## src/ext_irq_pkg.sv

```systemverilog
// constants, field layout and trigger encodings for the external interrupt conditioner
// assumes the block clock is the high-frequency clock itself
`default_nettype none
package ext_irq_pkg;

   // ***************************************************
   // clocking
   // ***************************************************
   localparam int HIGH_FREQ_CLOCK_HZ = 10_000_000;
   localparam int CLK_SYS_HZ = 10_000_000;
   localparam int CNT_W = 8;
   localparam int NUM_CH = 5;

   // ***************************************************
   // filter times, in periods of the high-frequency clock
   // ***************************************************
   localparam int ZERO_REJECT_HFC = 2;
   localparam int ZERO_ACCEPT_HFC = 6;
   localparam int ONE_SHORT_REJECT_HFC = 15;
   localparam int ONE_SHORT_ACCEPT_HFC = 48;
   localparam int ONE_LONG_REJECT_HFC = 63;
   localparam int ONE_LONG_ACCEPT_HFC = 192;
   localparam int TWO_REJECT_HFC = 7;
   localparam int TWO_ACCEPT_HFC = 24;
   localparam int ONE_SHORT_EST_HFC = 49;
   localparam int ONE_LONG_EST_HFC = 193;
   localparam int TWO_EST_HFC = 25;
   localparam int NT_SWITCH_HFC = 26;

   // threshold sits midway between reject and accept, as a least time (round up)
   localparam logic [CNT_W-1:0] THR_ZERO = CNT_W'(((ZERO_REJECT_HFC + ZERO_ACCEPT_HFC) / 2 * CLK_SYS_HZ
      + HIGH_FREQ_CLOCK_HZ - 1) / HIGH_FREQ_CLOCK_HZ);
   localparam logic [CNT_W-1:0] THR_ONE_SHORT = CNT_W'(((ONE_SHORT_REJECT_HFC + ONE_SHORT_ACCEPT_HFC) / 2
      * CLK_SYS_HZ + HIGH_FREQ_CLOCK_HZ - 1) / HIGH_FREQ_CLOCK_HZ);
   localparam logic [CNT_W-1:0] THR_ONE_LONG = CNT_W'(((ONE_LONG_REJECT_HFC + ONE_LONG_ACCEPT_HFC) / 2
      * CLK_SYS_HZ + HIGH_FREQ_CLOCK_HZ - 1) / HIGH_FREQ_CLOCK_HZ);
   localparam logic [CNT_W-1:0] THR_TWO = CNT_W'(((TWO_REJECT_HFC + TWO_ACCEPT_HFC) / 2 * CLK_SYS_HZ
      + HIGH_FREQ_CLOCK_HZ - 1) / HIGH_FREQ_CLOCK_HZ);
   // longest times round down
   localparam int EST_ONE_SHORT_CYC = ONE_SHORT_EST_HFC * CLK_SYS_HZ / HIGH_FREQ_CLOCK_HZ;
   localparam int EST_ONE_LONG_CYC = ONE_LONG_EST_HFC * CLK_SYS_HZ / HIGH_FREQ_CLOCK_HZ;
   localparam int EST_TWO_CYC = TWO_EST_HFC * CLK_SYS_HZ / HIGH_FREQ_CLOCK_HZ;
   localparam int NT_SWITCH_CYC = NT_SWITCH_HFC * CLK_SYS_HZ / HIGH_FREQ_CLOCK_HZ;
   // samples taken after reset release before the filter adopts the pin level
   localparam logic [1:0] PRIME_CYC = 2'h2;

   // ***************************************************
   // register map and fields
   // ***************************************************
   localparam int SFR_ADDR_W = 6;
   localparam logic [SFR_ADDR_W-1:0] EXT_IRQ_CONTROL_ADDR = 6'h37;
   localparam logic [7:0] EXT_IRQ_CONTROL_RESET = 8'h00;
   localparam logic [7:0] EXT_IRQ_CONTROL_MASK = 8'hf6;
   localparam int BIT_ONE_NOISE = 7;
   localparam int BIT_ZERO_EN = 6;
   localparam int TRIG_FOUR_MSB = 5;
   localparam int TRIG_FOUR_LSB = 4;
   localparam int BIT_TWO_ES = 2;
   localparam int BIT_ONE_ES = 1;

   // channel slots in the latch vector
   localparam int CH_ZERO = 0;
   localparam int CH_ONE = 1;
   localparam int CH_TWO = 2;
   localparam int CH_FOUR = 3;
   localparam int CH_FIVE = 4;

   typedef enum logic [1:0] {
      TRIG_RISE = 2'h0,
      TRIG_FALL = 2'h1,
      TRIG_BOTH = 2'h2,
      TRIG_HIGH = 2'h3
   } trig_e;

endpackage
`default_nettype wire

```

## src/chan_if.sv

```systemverilog
// one conditioning channel: filter output, trigger mode and detected hit
// assumes all members are driven on clk_sys_i
`timescale 1ns/1ps
`default_nettype none
interface chan_if;
   import ext_irq_pkg::*;
   logic [CNT_W-1:0] thr;
   logic level;
   logic valid;
   trig_e mode;
   logic hit;
   logic armed;
   modport filt (input thr, output level, output valid);
   modport det (input level, input valid, input mode, output hit, output armed);
   modport ctl (output thr, output mode, input level, input valid, input hit, input armed);
endinterface
`default_nettype wire

```

## src/noise_filter.sv

```systemverilog
// pin synchroniser and consecutive-sample noise filter for one channel
// assumes pin_i is asynchronous to clk_sys_i
`timescale 1ns/1ps
`default_nettype none
module noise_filter #(
   parameter int CW = ext_irq_pkg::CNT_W
) (
   // clock and reset
   input wire logic clk_sys_i,
   input wire logic rstn_i,
   // pin and channel
   input wire logic pin_i,
   chan_if.filt ch
);
   import ext_irq_pkg::*;

   logic meta_q, sync_q;
   logic filt_q, filt_d;
   logic valid_q, valid_d;
   logic [1:0] prime_q, prime_d;
   logic [CW-1:0] cnt_q, cnt_d;

   // ***************************************************
   // filter
   // ***************************************************
   always_comb begin
      filt_d = filt_q;
      valid_d = valid_q;
      prime_d = prime_q;
      cnt_d = '0;
      if (!valid_q) begin
         // adopt the settled level so a pin held high at release is no edge
         if (prime_q == PRIME_CYC) begin
            filt_d = sync_q;
            valid_d = 1'b1;
         end else begin
            prime_d = prime_q + 2'h1;
         end
      end else if (sync_q != filt_q) begin
         if ((cnt_q + CW'(1)) >= CW'(ch.thr)) begin
            filt_d = sync_q;
         end else begin
            cnt_d = cnt_q + CW'(1);
         end
      end
   end

   always_ff @(posedge clk_sys_i) begin
      if (!rstn_i) begin
         meta_q <= 1'b0;
         sync_q <= 1'b0;
         filt_q <= 1'b0;
         valid_q <= 1'b0;
         prime_q <= 2'h0;
         cnt_q <= '0;
      end else begin
         meta_q <= pin_i;
         sync_q <= meta_q;
         filt_q <= filt_d;
         valid_q <= valid_d;
         prime_q <= prime_d;
         cnt_q <= cnt_d;
      end
   end

   assign ch.level = filt_q;
   assign ch.valid = valid_q;
endmodule
`default_nettype wire

```

## src/trigger_detect.sv

```systemverilog
// edge or level detection on a filtered channel level
// assumes level and mode come from logic on clk_sys_i
`timescale 1ns/1ps
`default_nettype none
module trigger_detect (
   // clock and reset
   input wire logic clk_sys_i,
   input wire logic rstn_i,
   // channel
   chan_if.det ch
);
   import ext_irq_pkg::*;

   logic prev_q;
   logic seen_q;
   logic armed_q, armed_d;
   logic rise, fall, hit;

   // ***************************************************
   // detection
   // ***************************************************
   always_comb begin
      rise = seen_q && ch.valid && !prev_q && ch.level;
      fall = seen_q && ch.valid && prev_q && !ch.level;
      // level mode armed by a rise
      armed_d = armed_q || rise;
      case (ch.mode)
         TRIG_RISE: hit = rise;
         TRIG_FALL: hit = fall;
         TRIG_BOTH: hit = rise || fall;
         TRIG_HIGH: hit = ch.level && armed_d;
         default: hit = 1'b0;
      endcase
   end

   always_ff @(posedge clk_sys_i) begin
      if (!rstn_i) begin
         prev_q <= 1'b0;
         seen_q <= 1'b0;
         armed_q <= 1'b0;
      end else begin
         prev_q <= ch.level;
         seen_q <= ch.valid;
         armed_q <= armed_d;
      end
   end

   assign ch.hit = hit;
   assign ch.armed = armed_q;
endmodule
`default_nettype wire

```

## src/external_interrupt_conditioner.sv

```systemverilog
// top of the external interrupt conditioner: control register, five channels, request latches
// assumes sfr strobes and latch clears come from the cpu on clk_sys_i; pins are asynchronous
`timescale 1ns/1ps
`default_nettype none
module external_interrupt_conditioner (
   // clock and reset
   input wire logic clk_sys_i,
   input wire logic rstn_i,
   // external request pins
   input wire logic ext_request_zero_i,
   input wire logic ext_request_one_i,
   input wire logic ext_request_two_i,
   input wire logic ext_request_four_i,
   input wire logic ext_request_five_i,
   // special function register port
   input wire logic [ext_irq_pkg::SFR_ADDR_W-1:0] sfr_addr_i,
   input wire logic sfr_wr_i,
   input wire logic [7:0] sfr_wdata_i,
   input wire logic sfr_rd_i,
   output logic [7:0] sfr_rdata_o,
   // request latches toward the cpu interrupt logic
   input wire logic [ext_irq_pkg::NUM_CH-1:0] latch_clr_i,
   output logic [ext_irq_pkg::NUM_CH-1:0] request_latch_o,
   // shared pin function toward the port logic
   output logic zero_pin_irq_mode_o
);
   import ext_irq_pkg::*;

   localparam int NT_LIM = NT_SWITCH_CYC;

   logic [7:0] ctrl_q, ctrl_d;
   logic [7:0] rdata_q, rdata_d;
   logic [NUM_CH-1:0] latch_q, latch_d;
   logic [NUM_CH-1:0] hit_vec, set_vec;
   logic [NUM_CH-1:0] pin_vec;
   logic ctrl_hit;

   chan_if ch [NUM_CH] ();

   assign pin_vec = {ext_request_five_i, ext_request_four_i, ext_request_two_i,
                     ext_request_one_i, ext_request_zero_i};

   // ***************************************************
   // channels
   // ***************************************************
   // fixed falling edge, short filter
   assign ch[CH_ZERO].thr = THR_ZERO;
   assign ch[CH_ZERO].mode = TRIG_FALL;
   assign ch[CH_FIVE].thr = THR_ZERO;
   assign ch[CH_FIVE].mode = TRIG_FALL;
   // filter length follows the noise-time bit
   // bit clear means the long filter
   // threshold switches on the cycle after the write
   assign ch[CH_ONE].thr = ctrl_q[BIT_ONE_NOISE] ? THR_ONE_SHORT : THR_ONE_LONG;
   assign ch[CH_ONE].mode = ctrl_q[BIT_ONE_ES] ? TRIG_FALL : TRIG_RISE;
   assign ch[CH_TWO].mode = ctrl_q[BIT_TWO_ES] ? TRIG_FALL : TRIG_RISE;
   // medium filter on two and four
   assign ch[CH_TWO].thr = THR_TWO;
   assign ch[CH_FOUR].thr = THR_TWO;
   assign ch[CH_FOUR].mode = trig_e'(ctrl_q[TRIG_FOUR_MSB:TRIG_FOUR_LSB]);

   // one filter and detector per input
   for (genvar gi = 0; gi < NUM_CH; gi++) begin : g_chan
      noise_filter u_filt (
         .clk_sys_i(clk_sys_i),
         .rstn_i(rstn_i),
         .pin_i(pin_vec[gi]),
         .ch(ch[gi])
      );
      trigger_detect u_det (
         .clk_sys_i(clk_sys_i),
         .rstn_i(rstn_i),
         .ch(ch[gi])
      );
      assign hit_vec[gi] = ch[gi].hit;
   end

   // ***************************************************
   // control register
   // ***************************************************
   always_comb begin
      ctrl_hit = (sfr_addr_i == EXT_IRQ_CONTROL_ADDR);
      ctrl_d = ctrl_q;
      rdata_d = 8'h00;
      // pin function bit stored with the rest
      if (sfr_wr_i && ctrl_hit) begin
         ctrl_d = sfr_wdata_i & EXT_IRQ_CONTROL_MASK;
      end
      if (sfr_rd_i && ctrl_hit) begin
         rdata_d = ctrl_q & EXT_IRQ_CONTROL_MASK;
      end
   end

   // ***************************************************
   // request latches
   // ***************************************************
   always_comb begin
      set_vec = hit_vec;
      // no latch zero without the pin function
      set_vec[CH_ZERO] = hit_vec[CH_ZERO] && ctrl_q[BIT_ZERO_EN];
      // pin toggles pass as real edges; the enable flag is software's to drop
      // set beats a clear in the same cycle
      latch_d = (latch_q & ~latch_clr_i) | set_vec;
   end

   always_ff @(posedge clk_sys_i) begin
      if (!rstn_i) begin
         ctrl_q <= EXT_IRQ_CONTROL_RESET;
         rdata_q <= 8'h00;
         latch_q <= '0;
      end else begin
         ctrl_q <= ctrl_d;
         rdata_q <= rdata_d;
         latch_q <= latch_d;
      end
   end

   assign sfr_rdata_o = rdata_q;
   assign request_latch_o = latch_q;
   assign zero_pin_irq_mode_o = ctrl_q[BIT_ZERO_EN];

   // ***************************************************
   // checks
   // ***************************************************
   // helper: cycles an input has differed from its filtered level
   logic [7:0] est_one_q, est_one_d, est_two_q, est_two_d;

   always_comb begin
      est_one_d = 8'h00;
      est_two_d = 8'h00;
      if (ch[CH_ONE].valid && (pin_vec[CH_ONE] != ch[CH_ONE].level) && !(sfr_wr_i && ctrl_hit)) begin
         est_one_d = (est_one_q == 8'hff) ? est_one_q : est_one_q + 8'h01;
      end
      if (ch[CH_TWO].valid && (pin_vec[CH_TWO] != ch[CH_TWO].level)) begin
         est_two_d = (est_two_q == 8'hff) ? est_two_q : est_two_q + 8'h01;
      end
   end

   always_ff @(posedge clk_sys_i) begin
      if (!rstn_i) begin
         est_one_q <= 8'h00;
         est_two_q <= 8'h00;
      end else begin
         est_one_q <= est_one_d;
         est_two_q <= est_two_d;
      end
   end

   // helper: filtered rise on four since reset, kept apart from the detector's arming
   logic four_lvl_q, four_vld_q, four_seen_q, four_seen_d;

   always_comb begin
      four_seen_d = four_seen_q;
      if (four_vld_q && !four_lvl_q && ch[CH_FOUR].level) begin
         four_seen_d = 1'b1;
      end
   end

   always_ff @(posedge clk_sys_i) begin
      if (!rstn_i) begin
         four_lvl_q <= 1'b0;
         four_vld_q <= 1'b0;
         four_seen_q <= 1'b0;
      end else begin
         four_lvl_q <= ch[CH_FOUR].level;
         four_vld_q <= ch[CH_FOUR].valid;
         four_seen_q <= four_seen_d;
      end
   end
endmodule
`default_nettype wire

```

## config.mk

```make
export PLATFORM = sky130hd
export DESIGN_NAME = external_interrupt_conditioner
export DESIGN_NICKNAME = d
export VERILOG_FILES = /design/src/ext_irq_pkg.sv /design/src/chan_if.sv /design/src/noise_filter.sv /design/src/trigger_detect.sv /design/src/external_interrupt_conditioner.sv
export SDC_FILE = /design/constraint.sdc
export NUM_CORES = 1
export LEC_CHECK = 0
export BUFFER_PORTS_ARGS = -buffer_cell sky130_fd_sc_hd__buf_2
export CELL_PAD_IN_SITES_DETAIL_PLACEMENT = 1
export CELL_PAD_IN_SITES_GLOBAL_PLACEMENT = 2
export CORE_MARGIN = 2
export CORE_UTILIZATION = 42
export CTS_CLUSTER_SIZE = 40
export DETAILED_ROUTE_END_ITERATION = 10
export HOLD_SLACK_MARGIN = 0.06
export PLACE_DENSITY = 0.82
export SYNTH_ARGS = -nofsm -noshare
export SYNTH_HDL_FRONTEND = slang
export SYNTH_HIERARCHICAL = 1
export SYNTH_SLANG_ARGS = --single-unit
```

## constraint.sdc

```tcl
create_clock -name clk_sys_i -period 3.4 [get_ports clk_sys_i]
set_clock_uncertainty 0.1 [all_clocks]
set_input_delay 0.34 -clock clk_sys_i [delete_from_list [all_inputs] [get_ports clk_sys_i]]
set_output_delay 0.34 -clock clk_sys_i [all_outputs]
set_load 0.02 [all_outputs]
```

==> run summary <==
die height = 117 µm
CTS resizes = 0
antenna-violating nets left = 0
critical path required time = 3.59 ns
crit-path cells = ha_1, nand3_1, nor2_1, xor2_1, ha_1, and3_1, nand2_1, nand4b_1, a311o_4, nor2b_2
layout cells sized above 1 = 0.195
critical setup path kind = register to register
area leader, netlist = dfxtp_1
Top-Level Pins = 42
H-tree depth = 3
VDD IR max = 215 µV
leading cell types by count after synthesis = dfxtp_1, nand2_1, inv_1
Mapped Area = 0.00535 mm²
final wirelength = 10100 µm
die area = 0.0137 mm²
DRC Markers = 0
largest net degree at the start of global routing = 43
antenna cells = 0
ys async rst share = 0
drt wl/cell = 12.3 µm
Tcrit/Tclk final = 0.779
#FFs+latches synth = 102
CP max-delay cell = a311o_4
Hold Path Class = input port to register
CTS tree = done
max-cap viol count = 0
max_slew headroom = 0.533
share of Yosys cell area claimed by the top area cell type = 0.381
Hold Fails Final Rpt = 0
outcome = complete, no violations
worst slew pin tran = 0.701 ns
Post-CTS Setup Bufs = 0
leakage = 0.00301 µW
Global Route Usage Sum = 0.166
Vias = 3796
CP startpoint kind = register
Post-CTS Hold Buffers = 0
Port Buffers = 37
Initial Util = 0.428
Core ar. = 0.0125 mm²
Syn Inst Count = 539
EDFF count, synth = 0
synth top area cells = dfxtp_1, ha_1, nor2b_2
Layout fillers = 1499
Clk Latency, worst-skew pair = 0.35 ns
die width = 117 µm
area delta synth->final = 16.6%
RePlAce Congestion = 0.758
Final #Nets = 719
Row Count = 41
post-synthesis sequential area ratio = 0.381
DRT iter0 DRCs = 108
Critical Path AT = 2.84 ns
crit path max fanout = 8
Distinct cells, synth = 39
unrepaired setup endpoints after global routing = no
Root Driver = clkbuf_16
post-route cell area = 0.00624 mm²
Max Clk Rate = 377 MHz
TritonCTS Buffers = 9
Vias/cell = 4.65
final setup vio count = 0
DR pass1 iterations = 4
fin. max-slew vios = 0
Clock Path Buffers = 2
syn avg cell area = 9.93 µm²
hold_ws = 0.0912 ns
grt ovf = 0
count leader, synth = dfxtp_1
clock net sink count = 102
crit path time final = 2.65 ns
Clock transition at path regs = 0.06 ns
crit-path max cell delay = 0.48 ns
first-pass GRT wire length = 17800 µm
initial antenna violation count = 0
Final HPWL DP = 7690 µm
vias in the first global route = 3985
Placed Area = 0.00595 mm²
setup TNS = 0 ns
Syn. warnings = 6
Worst Setup End Kind = register
Critical Path Most Common Cell = ha_1
Main synth FF type = dfxtp_1
pwr dens = 462 mW/mm²
## layer usage
layer  global-route usage  vias to the layer above  routed length (µm)
met5                    0                        -                   0
met4               0.0792                        0                 222
met3               0.0283                       15                 213
met2                0.299                       28                5180
met1                0.192                     1801                4460
li1                     -                     1952                   -
## layout by cell type, fill, tap and decap left out, drive strengths merged, types with 11 or more instances in the layout
cell      n
conb     58
nand2b   16
nor2     27
nand3    16
dfxtp   102
buf      39
inv      51
xnor2    20
clkbuf   11
mux2i    11
and2     40
ha       50
nor2b    34
xor2     20
nand2    53
nand4b   11
## final timing paths
kind,start,end,slack (ns),cells after the start
worst max-delay path,g_chan[4].u_filt/cnt_q[0],g_chan[4].u_filt/cnt_q[3],0.75,10
worst min register to register,g_chan[1].u_filt/meta_q,g_chan[1].u_filt/sync_q,0.34,1
worst max register to register,g_chan[4].u_filt/cnt_q[0],g_chan[4].u_filt/cnt_q[3],0.75,10
worst min-delay path,ext_request_two_i,g_chan[2].u_filt/meta_q,0.09,2
## layout make-up
cell class / instances / area [µm²] / area share
tap: 172 / 215 / 0.0345
multi-input combinational: 438 / 3300 / 0.529
inverter: 51 / 191 / 0.0307
timing repair buffer: 39 / 200 / 0.0321
clock buffer: 11 / 243 / 0.0389
clock inverter: 4 / 47.5 / 0.00762
sequential: 102 / 2040 / 0.327
## cells by family after synthesis
family          after synthesis  synth area share
compound gates               55             0.109
xor+xnor                     40            0.0655
fa+ha+maj                    50             0.117
buf+inv                      55            0.0409
flops                       102             0.381
mux                          11            0.0206
other cells                   2           0.00140
simple gates                224             0.265
## critical path, delay by kind of cell (launching register included)
family          cells  cell delay, ns
xor+xnor            1            0.21
fa+ha+maj           2            0.50
simple gates        6            0.88
flops               1            0.42
compound gates      1            0.48
## registers in the layout, summed over array words and instances (netlist names)
| name | count |
|---|---|
| g_chan.u_filt/cnt_q | 40 |
| g_chan.u_filt/prime_q | 10 |
| ctrl_q | 6 |
| sfr_rdata_o | 6 |
| g_chan.u_det/ch.armed | 5 |
| g_chan.u_det/prev_q | 5 |
| g_chan.u_det/seen_q | 5 |
| g_chan.u_filt/ch.level | 5 |
| g_chan.u_filt/ch.valid | 5 |
| g_chan.u_filt/meta_q | 5 |
| g_chan.u_filt/sync_q | 5 |
| request_latch_o | 5 |
## power breakdown
group	total (µW)	internal [µW]	switching [µW]
Combinational	499	252	247
Sequential	1350	1290	62.5
Clock	1030	585	450
## stage by stage
step | util | power [µW] | std cells | setup slack, ns
6_report | 0.499 | 2880 | 817 | 0.750
4_1_cts | 0.499 | 2930 | 817 | 0.701
3_5_place_dp | 0.475 | 1870 | 802 | 0.743
2_1_floorplan | - | 1760 | 595 | 1.07
5_1_grt | 0.499 | 3070 | 817 | 0.550
3_3_place_gp | 0.475 | 1830 | 802 | 0.843
Power figures use the tool's default switching activity.
